$ cat src/sys_cfg_consts.vh
// Constants for the system configuration control register bank.
`ifndef SYS_CFG_CONSTS_VH
`define SYS_CFG_CONSTS_VH

// Register byte offsets.
`define OFS_CTRL        5'h00
`define OFS_CTRL_SET    5'h04
`define OFS_CTRL_CLR    5'h08
`define OFS_CTRL_INV    5'h0C
`define OFS_UNLOCK      5'h10
`define OFS_STATUS      5'h14

// Access size codes on the size port.
`define SIZE_BYTE       2'h0
`define SIZE_HALF       2'h1
`define SIZE_WORD       2'h2

// Alias operations.
`define OP_WRITE        2'h0
`define OP_SET          2'h1
`define OP_CLR          2'h2
`define OP_INV          2'h3

// Field positions of the control byte.
`define BIT_PUMP        7
`define BIT_RSVD_HI     6
`define BIT_ECC_HI      5
`define BIT_ECC_LO      4
`define BIT_DEBUG       3
`define BIT_TRACE       2
`define BIT_RSVD_LO     1
`define BIT_TDO         0

// Flash error-correction mode encodings.
`define ECC_FULL        2'h0
`define ECC_DYNAMIC     2'h1
`define ECC_OFF_LOCKED  2'h2
`define ECC_OFF_OPEN    2'h3

// Implemented bits of the control byte.
`define CTRL_MASK       8'hBD

// Reset value of the control byte: mode open, debug port on.
`define CTRL_RESET      8'h38

// Status bits.
`define BIT_ST_UNLOCKED 0
`define BIT_ST_REFUSED  1
`define BIT_ST_ECC_LOCK 2

// Unlock keys; the values are arbitrary.
`define UNLOCK_KEY1     32'h1234ABCD
`define UNLOCK_KEY2     32'hCDAB4321

// Trace clock half period in system clock cycles.
`define TRACE_HALF_DIV  4

`endif

$ cat src/unlock_seq.v
// Two-key unlock sequence that opens writes to the protected bit.
`timescale 1ns/10ps
`include "sys_cfg_consts.vh"

module unlock_seq (
    input  wire        clk,
    input  wire        rst,
    input  wire        ce,
    input  wire        key_wr,
    input  wire [31:0] key_data,
    output reg         unlocked_q
);

    reg key1_seen_q;

    // The second key must come in the very next key write, else the
    // sequence starts over; any other key value locks again.
    always @(posedge clk) begin
        if (rst) begin
            key1_seen_q <= 1'b0;
            unlocked_q  <= 1'b0;
        end else if (ce && key_wr) begin
            key1_seen_q <= (key_data == `UNLOCK_KEY1);
            if (key1_seen_q && key_data == `UNLOCK_KEY2) begin
                unlocked_q <= 1'b1;
            end else if (key_data != `UNLOCK_KEY1) begin
                unlocked_q <= 1'b0;
            end
        end
    end

endmodule

$ cat src/trace_clk_gen.v
// Trace clock divider that runs only while tracing is enabled.
`timescale 1ns/10ps
`include "sys_cfg_consts.vh"

module trace_clk_gen #(
    parameter HALF_DIV = `TRACE_HALF_DIV
) (
    input  wire clk,
    input  wire rst,
    input  wire ce,
    input  wire run,
    output reg  trace_clk_q
);

    reg [7:0] cnt_q;

    // Stopping parks the clock low so the probe sees a clean edge later.
    always @(posedge clk) begin
        if (rst) begin
            cnt_q       <= 8'h00;
            trace_clk_q <= 1'b0;
        end else if (ce) begin
            if (!run) begin
                cnt_q       <= 8'h00;
                trace_clk_q <= 1'b0;
            end else if (cnt_q == HALF_DIV[7:0] - 8'h01) begin
                cnt_q       <= 8'h00;
                trace_clk_q <= ~trace_clk_q;
            end else begin
                cnt_q <= cnt_q + 8'h01;
            end
        end
    end

endmodule

$ cat src/system_config_control_reg.v
// System configuration control register with set, clear, invert aliases.
//
// Added by the designer: the address map and strobed register access.
`timescale 1ns/10ps
`include "sys_cfg_consts.vh"

// Summary of operation
// - Half-word and word accesses work on the register and all aliases.
// - Byte accesses are ignored completely, no change and no effect.
// - Mode 11 disables ECC and dynamic ECC; field stays writable.
// - Mode 10 disables ECC and dynamic ECC; field locks.
// - Mode 01 enables dynamic ECC; field locks.
// - Mode 00 enables full ECC, locks field, disables word programming.
// - Bit 3 enables the boundary-scan debug port.
// - Bit 2 enables trace outputs and runs the trace clock.
// - Bit 0 makes two-wire debug use the data-out pin.
// - Bit 7 turns the analog I/O charge pump on.
// - Bits 6 and 1 are unimplemented and read zero.
// - The protected bit changes only after the unlock sequence.
module system_config_control_reg #(
    parameter TRACE_HALF_DIV = `TRACE_HALF_DIV
) (
    input  wire        clk,
    input  wire        rst,
    input  wire        ce,
    input  wire [4:0]  addr,
    input  wire [1:0]  size,
    input  wire [31:0] wdata,
    input  wire        wr,
    input  wire        rd,
    output reg  [31:0] rdata,
    output reg         analog_io_pump_enable,
    output reg         ecc_enable,
    output reg         dynamic_ecc_enable,
    output reg         word_program_disable,
    output reg         debug_port_enable,
    output reg         trace_output_enable,
    output wire        trace_clk,
    output reg         two_wire_dataout_enable
);

    reg  [7:0]  ctrl_q;
    reg  [7:0]  ctrl_d;
    reg         refused_q;
    reg         refused_d;
    wire        unlocked;
    wire        size_ok;
    wire        low_byte_hit;
    wire        aligned;
    wire        ctrl_sel;
    wire [1:0]  op;
    wire [7:0]  wbyte;
    wire        key_wr;
    wire        status_wr;
    wire        ecc_locked;
    reg  [31:0] rdata_d;

    // Applies one alias operation to the stored byte.
    function [7:0] apply_op;
        input [1:0] o;
        input [7:0] old;
        input [7:0] d;
        begin
            case (o)
                `OP_WRITE: apply_op = d;
                `OP_SET:   apply_op = old | d;
                `OP_CLR:   apply_op = old & ~d;
                `OP_INV:   apply_op = old ^ d;
                default:   apply_op = old;
            endcase
        end
    endfunction

    // Builds the value shown on a read of the control register.
    function [31:0] ctrl_view;
        input [7:0] c;
        begin
            ctrl_view = {24'h000000, c & `CTRL_MASK};
        end
    endfunction

    // Only half-word and word sizes reach the register file; a byte
    // access is dropped before decode so it cannot touch any state.
    assign size_ok = (size == `SIZE_HALF) || (size == `SIZE_WORD);

    // A word must be word aligned and a half-word half aligned.
    assign aligned = (size == `SIZE_WORD) ? (addr[1:0] == 2'h0)
                                          : (addr[0] == 1'b0);

    // Only the low half-word carries implemented bits.
    assign low_byte_hit = (addr[1] == 1'b0);

    assign ctrl_sel = size_ok && aligned &&
                      (addr[4:2] <= `OFS_CTRL_INV >> 2);

    assign op = addr[3:2];

    assign wbyte = wdata[7:0];

    assign key_wr = ce && wr && (size == `SIZE_WORD) &&
                    (addr == `OFS_UNLOCK);

    assign status_wr = ce && wr && size_ok && aligned &&
                       (addr[4:2] == `OFS_STATUS >> 2) && low_byte_hit;

    // Any mode other than the open one holds the field fixed.
    assign ecc_locked = (ctrl_q[`BIT_ECC_HI:`BIT_ECC_LO] !=
                         `ECC_OFF_OPEN);

    unlock_seq u_unlock (
        .clk        (clk),
        .rst        (rst),
        .ce         (ce),
        .key_wr     (key_wr),
        .key_data   (wdata),
        .unlocked_q (unlocked)
    );

    trace_clk_gen #(
        .HALF_DIV    (TRACE_HALF_DIV)
    ) u_trace_clk (
        .clk         (clk),
        .rst         (rst),
        .ce          (ce),
        .run         (ctrl_q[`BIT_TRACE]),
        .trace_clk_q (trace_clk)
    );

    // Next value of the control byte.
    always @* begin
        ctrl_d    = ctrl_q;
        refused_d = refused_q;
        // Writing a one to the sticky refusal flag clears it. The refusal
        // set below comes later in this process, so a set always wins.
        if (status_wr && wdata[`BIT_ST_REFUSED]) begin
            refused_d = 1'b0;
        end
        if (ce && wr && ctrl_sel && low_byte_hit) begin
            ctrl_d = apply_op(op, ctrl_q, wbyte);
            // Unimplemented bits never hold a one.
            ctrl_d[`BIT_RSVD_HI] = 1'b0;
            ctrl_d[`BIT_RSVD_LO] = 1'b0;
            // Once the mode has left 11 only a reset can change it again.
            if (ecc_locked) begin
                ctrl_d[`BIT_ECC_HI:`BIT_ECC_LO] =
                    ctrl_q[`BIT_ECC_HI:`BIT_ECC_LO];
            end
            // Without the unlock sequence the protected bit is kept
            // and the refused attempt is remembered.
            if (!unlocked &&
                ctrl_d[`BIT_PUMP] != ctrl_q[`BIT_PUMP]) begin
                ctrl_d[`BIT_PUMP] = ctrl_q[`BIT_PUMP];
                refused_d = 1'b1;
            end
        end
    end

    always @(posedge clk) begin
        if (rst) begin
            ctrl_q    <= `CTRL_RESET;
            refused_q <= 1'b0;
        end else if (ce) begin
            ctrl_q    <= ctrl_d;
            refused_q <= refused_d;
        end
    end

    // Read mux; a byte read, a misaligned read or an unmapped address
    // answers zero.
    always @* begin
        rdata_d = 32'h00000000;
        if (size_ok && aligned && low_byte_hit) begin
            case (addr[4:2])
                3'h0: rdata_d = ctrl_view(ctrl_q);
                3'h1: rdata_d = ctrl_view(ctrl_q);
                3'h2: rdata_d = ctrl_view(ctrl_q);
                3'h3: rdata_d = ctrl_view(ctrl_q);
                3'h5: begin
                    rdata_d[`BIT_ST_UNLOCKED] = unlocked;
                    rdata_d[`BIT_ST_REFUSED]  = refused_q;
                    rdata_d[`BIT_ST_ECC_LOCK] = ecc_locked;
                end
                default: rdata_d = 32'h00000000;
            endcase
        end
    end

    always @(posedge clk) begin
        if (rst) begin
            rdata <= 32'h00000000;
        end else if (ce) begin
            if (rd) begin
                rdata <= rdata_d;
            end else begin
                rdata <= 32'h00000000;
            end
        end
    end

    // Control outputs, registered from the stored byte so they change
    // one cycle after the register.
    always @(posedge clk) begin
        if (rst) begin
            analog_io_pump_enable   <= 1'b0;
            ecc_enable              <= 1'b0;
            dynamic_ecc_enable      <= 1'b0;
            word_program_disable    <= 1'b0;
            debug_port_enable       <= 1'b0;
            trace_output_enable     <= 1'b0;
            two_wire_dataout_enable <= 1'b0;
        end else if (ce) begin
            analog_io_pump_enable <= ctrl_q[`BIT_PUMP];
            debug_port_enable     <= ctrl_q[`BIT_DEBUG];
            trace_output_enable   <= ctrl_q[`BIT_TRACE];
            two_wire_dataout_enable <= ctrl_q[`BIT_TDO];
            case (ctrl_q[`BIT_ECC_HI:`BIT_ECC_LO])
                `ECC_FULL: begin
                    ecc_enable           <= 1'b1;
                    dynamic_ecc_enable   <= 1'b0;
                    word_program_disable <= 1'b1;
                end
                `ECC_DYNAMIC: begin
                    ecc_enable           <= 1'b0;
                    dynamic_ecc_enable   <= 1'b1;
                    word_program_disable <= 1'b0;
                end
                `ECC_OFF_LOCKED: begin
                    ecc_enable           <= 1'b0;
                    dynamic_ecc_enable   <= 1'b0;
                    word_program_disable <= 1'b0;
                end
                default: begin
                    ecc_enable           <= 1'b0;
                    dynamic_ecc_enable   <= 1'b0;
                    word_program_disable <= 1'b0;
                end
            endcase
        end
    end

endmodule

$ cat config.mk
export PLATFORM = sky130hd
export DESIGN_NAME = system_config_control_reg
export DESIGN_NICKNAME = d
export VERILOG_FILES = /design/src/unlock_seq.v /design/src/trace_clk_gen.v /design/src/system_config_control_reg.v
export VERILOG_INCLUDE_DIRS = /design/src
export SDC_FILE = /design/constraint.sdc
export NUM_CORES = 1
export LEC_CHECK = 0
export BUFFER_PORTS_ARGS = -buffer_cell sky130_fd_sc_hd__buf_2
export CORE_AREA = 2 2 69 71
export CTS_CLUSTER_DIAMETER = 50
export DETAILED_ROUTE_END_ITERATION = 8
export DIE_AREA = 0 0 71 73
export PLACE_DENSITY = 0.84
export SYNTH_ARGS = -nofsm -noshare
export SYNTH_HDL_FRONTEND = slang
export SYNTH_HIERARCHICAL = 1
export SYNTH_SLANG_ARGS = --single-unit
$ cat constraint.sdc
create_clock -name clk -period 1.97 [get_ports clk]
set_input_delay 0.0985 -clock clk [delete_from_list [all_inputs] [get_ports clk]]
set_output_delay 0.0985 -clock clk [all_outputs]
set_load 0.02 [all_outputs]
# Yosys cells after proc, flatten, opt, wreduce, memory -nomap -nowiden
# Index checks and enable logic that the tools add are counted.
# op_classes
eq_ne	18
add_sub_neg	1
multipliers	0
mux	18
n_reduce_logical	29
order_cmp	1
shift	0
div	0
n_bitwise	9
# op_table
cell	count
$eq A32 B29 Y1 const B	1
$eq A32 B32 Y1 const B	1
$mux W32	1
$mux W8	4
$ne A32 B29 Y1 const B	1
$pmux W8 S4	1
$logic_and A1 B1 Y1	16
$mux W1	10
$add A8 B1 Y8 const B	1
$and A8 B8 Y8	1
$eq A8 B2 Y1 const B	1
$not A8 Y8	1
$or A8 B8 Y8	1
$xor A8 B8 Y8	1
$eq A2 B1 Y1 const B	3
$eq A2 B2 Y1 const B	3
$eq A3 B2 Y1 const B	2
$logic_not A2 Y1	3
$pmux W3 S2	1
$reduce_and A2 Y1	3
$reduce_and A3 Y1	2
$eq A5 B5 Y1 const B	1
$mux W5	1
$not A1 Y1	5
other kinds (11)	11
# totals
mem_count	0
in_bits	44
latch_bits	0
output_inout_bits	40
regBits	56
romBits	0
mem_bits_rw	0

# Depth between registers and ports, before layout
# depth
ltp_word	11
depth_mapped	9
mapped_depth_nobuf	9

# By module
# Netlist, hierarchy kept.
# by_module_without_submodules
module	n_inst	area_each_um2	cells_per_inst
system_config_control_reg	1	1415.1	152
trace_clk_gen	1	436.7	46
unlock_seq	1	256.5	28

# Worst setup path before layout
# Ideal clock, no wire load.
# synth_path
path_type	reg2reg
from	register u_trace_clk.cnt_q[0]
to	register u_trace_clk.trace_clk_q
setup_slack_ns	0.205
stages_incl_launch_ff	5
period_less_slack_ns	1.765
n_path_buf	0
t_arrival_ns	1.691
cell_sequence	dfxtp_1 ha_1 or4b_4 or4_1 a31oi_1
# synth_between
elab_chain_len	3
# synth_lines
element	line	source
start, declared	trace_clk_gen.v:15	reg [7:0] cnt_q;
start signal, assigned	trace_clk_gen.v:30	cnt_q <= cnt_q + 8'h01;
$eq A8 B2 Y1	trace_clk_gen.v:26	end else if (cnt_q == HALF_DIV[7:0] - 8'h01) begin
$ne A2 B1 Y1 (no source line)	n/a	
$reduce_and A2 Y1 (no source line)	n/a	
end signal, assigned	trace_clk_gen.v:28	trace_clk_q <= ~trace_clk_q;
end, declared	trace_clk_gen.v:12	output reg trace_clk_q
# Every way passes these cells.
# A chain may end at the register's enable or synchronous reset.

# Final worst setup path
# layout_path
from	register u_trace_clk.cnt_q[1]
to	register u_trace_clk.trace_clk_q
# Same word-level chain as after synthesis.

==> impl_metrics.env <==
export IMPL_dr_wl_met3_um=298
export IMPL_grt_max_degree=34
export IMPL_power_density_nw_per_um2=604
export IMPL_top_layer="met4"
export IMPL_fin_setup_tns_ns=0
export IMPL_start_util_pct=46.5
export IMPL_nets=346
export IMPL_drc=0
export IMPL_syn_to_final_growth_pct=17.8
export IMPL_cp_arrival_ns=2.09
export IMPL_synth_area_um2=2110
export IMPL_cts_tree="done"
export IMPL_post_route_cell_area_um2=2480
export IMPL_grt_pass1_wl_um=7920
export IMPL_core_area_um2=4540
export IMPL_hold_class="in -> reg"
export IMPL_hold_buffers=0
export IMPL_htree_levels=2
export IMPL_routed_wl_met2_um=2380
export IMPL_worst_setup_hold_path_clk_slew_ns=0.07
export IMPL_max_cap_violations=0
export IMPL_end_kind="flip-flop"
export IMPL_grt_pass1_vias=1785
export IMPL_clock_skew_final_ns=0.00414
export IMPL_slew_violations=0
export IMPL_cpMaxStageDelayCell="or4_1"
export IMPL_status="completed"
export IMPL_peakVddDrop_mv=0.372
export IMPL_start_kind="flip-flop"
export IMPL_min_period_over_period_pct=95.9
export IMPL_yosysUniqueCellTypes=52
export IMPL_ys_seq_area_share_pct=29.4
export IMPL_rsz0062_at_grt="no"
export IMPL_antenna_cells=0
export IMPL_die_w_um=71
export IMPL_wl_met1_um=1990
export IMPL_fin_crit_ns=1.89
export IMPL_crit_chain="ha_1, or4b_4, or4_1, a31oi_1"
export IMPL_finalWeightedCongestion=0.863
export IMPL_syn_inst=226
export IMPL_worst_pin_slew_ns=0.605
export IMPL_port_buffers=58
export IMPL_clock_path_buffers=2
export IMPL_hp_start="wdata[22]"
export IMPL_drive_gt1_share_pct=30.4
export IMPL_row_count=25
export IMPL_clockPowerShare_pct=43.4
export IMPL_seq_power_share_pct=42.3
export IMPL_crit_start="u_trace_clk/cnt_q[1]"
export IMPL_wl_um=4700
export IMPL_crit_type="reg -> reg"
export IMPL_r2r_start="u_trace_clk/cnt_q[1]"
export IMPL_synth_top_family_by_area="simple AND/OR/NAND/NOR gates"
export IMPL_regArea_um2=622
export IMPL_root_buffer="clkbuf_8"
export IMPL_critical_path_max_stage_delay_ns=0.51
export IMPL_synth_edf_count=0
export IMPL_setup_viol=0
export IMPL_vias=1846
export IMPL_synth_async_reset_ratio_pct=0
export IMPL_power_leakage_nw=1.14
export IMPL_postCtsSetupBuffers=0
export IMPL_die_h_um=73
export IMPL_wire_per_inst_um=13.7
export IMPL_via_per_inst=5.38
export IMPL_slew_headroom_pct=59.6
export IMPL_ys_ff_latch=31
export IMPL_die_area_um2=5180
export IMPL_antenna_found_initial=0
export IMPL_hpwl_um=3650
export IMPL_drtAntennaViolNets=0
export IMPL_max_freq_mhz=529
export IMPL_dpl_cell_area_um2=2360
export IMPL_drt_first_pass_iters=4
export IMPL_hold_viol=0
export IMPL_multi_input_area_um2=1270
export IMPL_synthFlopType="dfxtp_1"
export IMPL_gr_usage_all_layers_pct=18.9
export IMPL_power_frac_comb_pct=14.2
export IMPL_worstPathRequired_ns=2.17
export IMPL_first_iter_violations=70
export IMPL_fillCellCount=421
export IMPL_total_power_w=0.00150
export IMPL_switching_share_pct=25.0
export IMPL_ys_warn_count=6
export IMPL_synthAdderAreaFrac_pct=8.31
export IMPL_clock_sinks=31
export IMPL_worstSkewPairLatency_ns=0.28
export IMPL_synth_compound_area_share_pct=10.3
export IMPL_grt_remaining_overflow=0
export IMPL_ctsResizeCount=0
export IMPL_switchingPower_w=0.000375
export IMPL_avgSynthCellArea_um2=9.33
export IMPL_synth_mux_area_share_pct=10.4
export IMPL_cts_made_buffers=5
export IMPL_internal_power_w=0.00113
export IMPL_num_io_pins=84
export IMPL_crit_fanout=5
export IMPL_yosys_area_share_simple_pct=24.6
export IMPL_synth_xor_xnor_area_share_pct=2.08
[placed cells by master, fill, tap and decap left out, types with 2 or more instances in the layout]
cell	instances
or4b_4	2
nor2_1	11
a31oi_1	2
ha_1	14
nand2b_1	3
clkbuf_8	6
nor3_1	3
o21ai_1	2
nand3_1	3
nand4bb_1	5
buf_4	6
nand4b_1	6
nor4_2	2
nand2_1	16
or4_1	2
or3_1	4
dfxtp_1	30
mux4_2	5
buf_2	58
conb_1	25
xor2_1	3
o21ai_0	4
a211oi_1	5
nand4_1	6
xnor2_1	2
a221oi_1	3
inv_1	19
mux2i_1	8
a21oi_1	9
[path summary, 6_finish.rpt]
| check | endpoint | slack [ns] | cells past startpoint |
|---|---|---|---|
| hold reg to reg | rdata[3] | 0.46 | 2 |
| hold / removal | u_unlock/unlocked_q | 0.12 | 4 |
| setup reg to reg | u_trace_clk/trace_clk_q | 0.08 | 4 |
| setup / recovery | u_trace_clk/trace_clk_q | 0.08 | 4 |
[cell families (layout without fill, tap and decap cells)]
| family | after synthesis | after routing |
|---|---|---|
| simple gates | 75 | 75 |
| xor+xnor | 5 | 5 |
| flops | 31 | 31 |
| compound gates | 33 | 33 |
| mux | 14 | 14 |
| buf+inv | 53 | 92 |
| other cells | 1 | 25 |
| fa+ha+maj | 14 | 14 |
[critical path: cells and delay by family (launching register included)]
kind | cells | cell delay (ns)
adders and majority gates | 1 | 0.25
and+or+nand+nor | 2 | 1.00
DFF | 1 | 0.40
AOI/OAI and AO/OA | 1 | 0.17
[power groups by stage]
stage          logic (W)  registers [W]  clock network [W]
2_1_floorplan   0.000170       0.000652                  0
3_3_place_gp    0.000206       0.000649                  0
3_5_place_dp    0.000213       0.000649                  0
4_1_cts         0.000214       0.000635           0.000657
5_1_grt         0.000234       0.000635           0.000696
6_report        0.000214       0.000635           0.000652
[synth_stat cells (3+ instances only)]
cell        n  area (um^2)
nand3_1     3         15.0
a21oi_1     9         45.0
buf_4      26          195
nor3_1      3         15.0
ha_1       14          175
dfxtp_1    31          621
nand2b_1    3         18.8
clkbuf_1    4         15.0
inv_1      19         71.3
mux2i_1     8         80.1
or3_1       4         25.0
o21ai_0     4         20.0
mux4_2      5          113
nand4bb_1   5         56.3
xor2_1      3         26.3
nand2_1    16         60.1
nand4_1     6         37.5
a211oi_1    5         37.5
nand4b_1    6         52.6
nor2_1     11         41.3
a221oi_1    3         26.3
[per-stage QoR]
stage | worst slack (ns) | cells | util, % | hold WS (ns)
after floorplan | 0.205 | 250 | - | 0.168
after global placement | 0.184 | 335 | 52.1 | 0.401
after detailed placement | 0.0882 | 335 | 52.1 | 0.410
after CTS | 0.0783 | 343 | 54.7 | 0.119
after global routing | 0.00139 | 343 | 54.8 | 0.143
final | 0.0813 | 343 | 54.8 | 0.122
[layout make-up]
class,count,area share (%)
Clock buffer,6,3.32
Multi-Input combinational cell,166,51.0
Inverter,20,3.02
Tap cell,54,2.72
Clock inverter,2,1.41
Timing Repair Buffer,64,13.5
Sequential cell,31,25.0
[registers in the layout, indices dropped and copies added, names as in the netlist]
name and count:
u_trace_clk/trace_clk_q 1, debug_port_enable 1, dynamic_ecc_enable 1, ecc_enable 1
u_unlock/key1_seen_q 1, ctrl_q 6, u_unlock/unlocked_q 1, analog_io_pump_enable 1
two_wire_dataout_enable 1, u_trace_clk/cnt_q 8, trace_output_enable 1, rdata 7
refused_q 1
[routing by layer]
| layer | GRT usage (%) | up-vias |
|---|---|---|
| met5 | 0 | - |
| met4 | 3.35 | 0 |
| met3 | 4.83 | 6 |
| met2 | 35.2 | 71 |
| met1 | 22.2 | 880 |
| li1 | - | 889 |
Note: power is estimated with default switching activity, not from simulation.
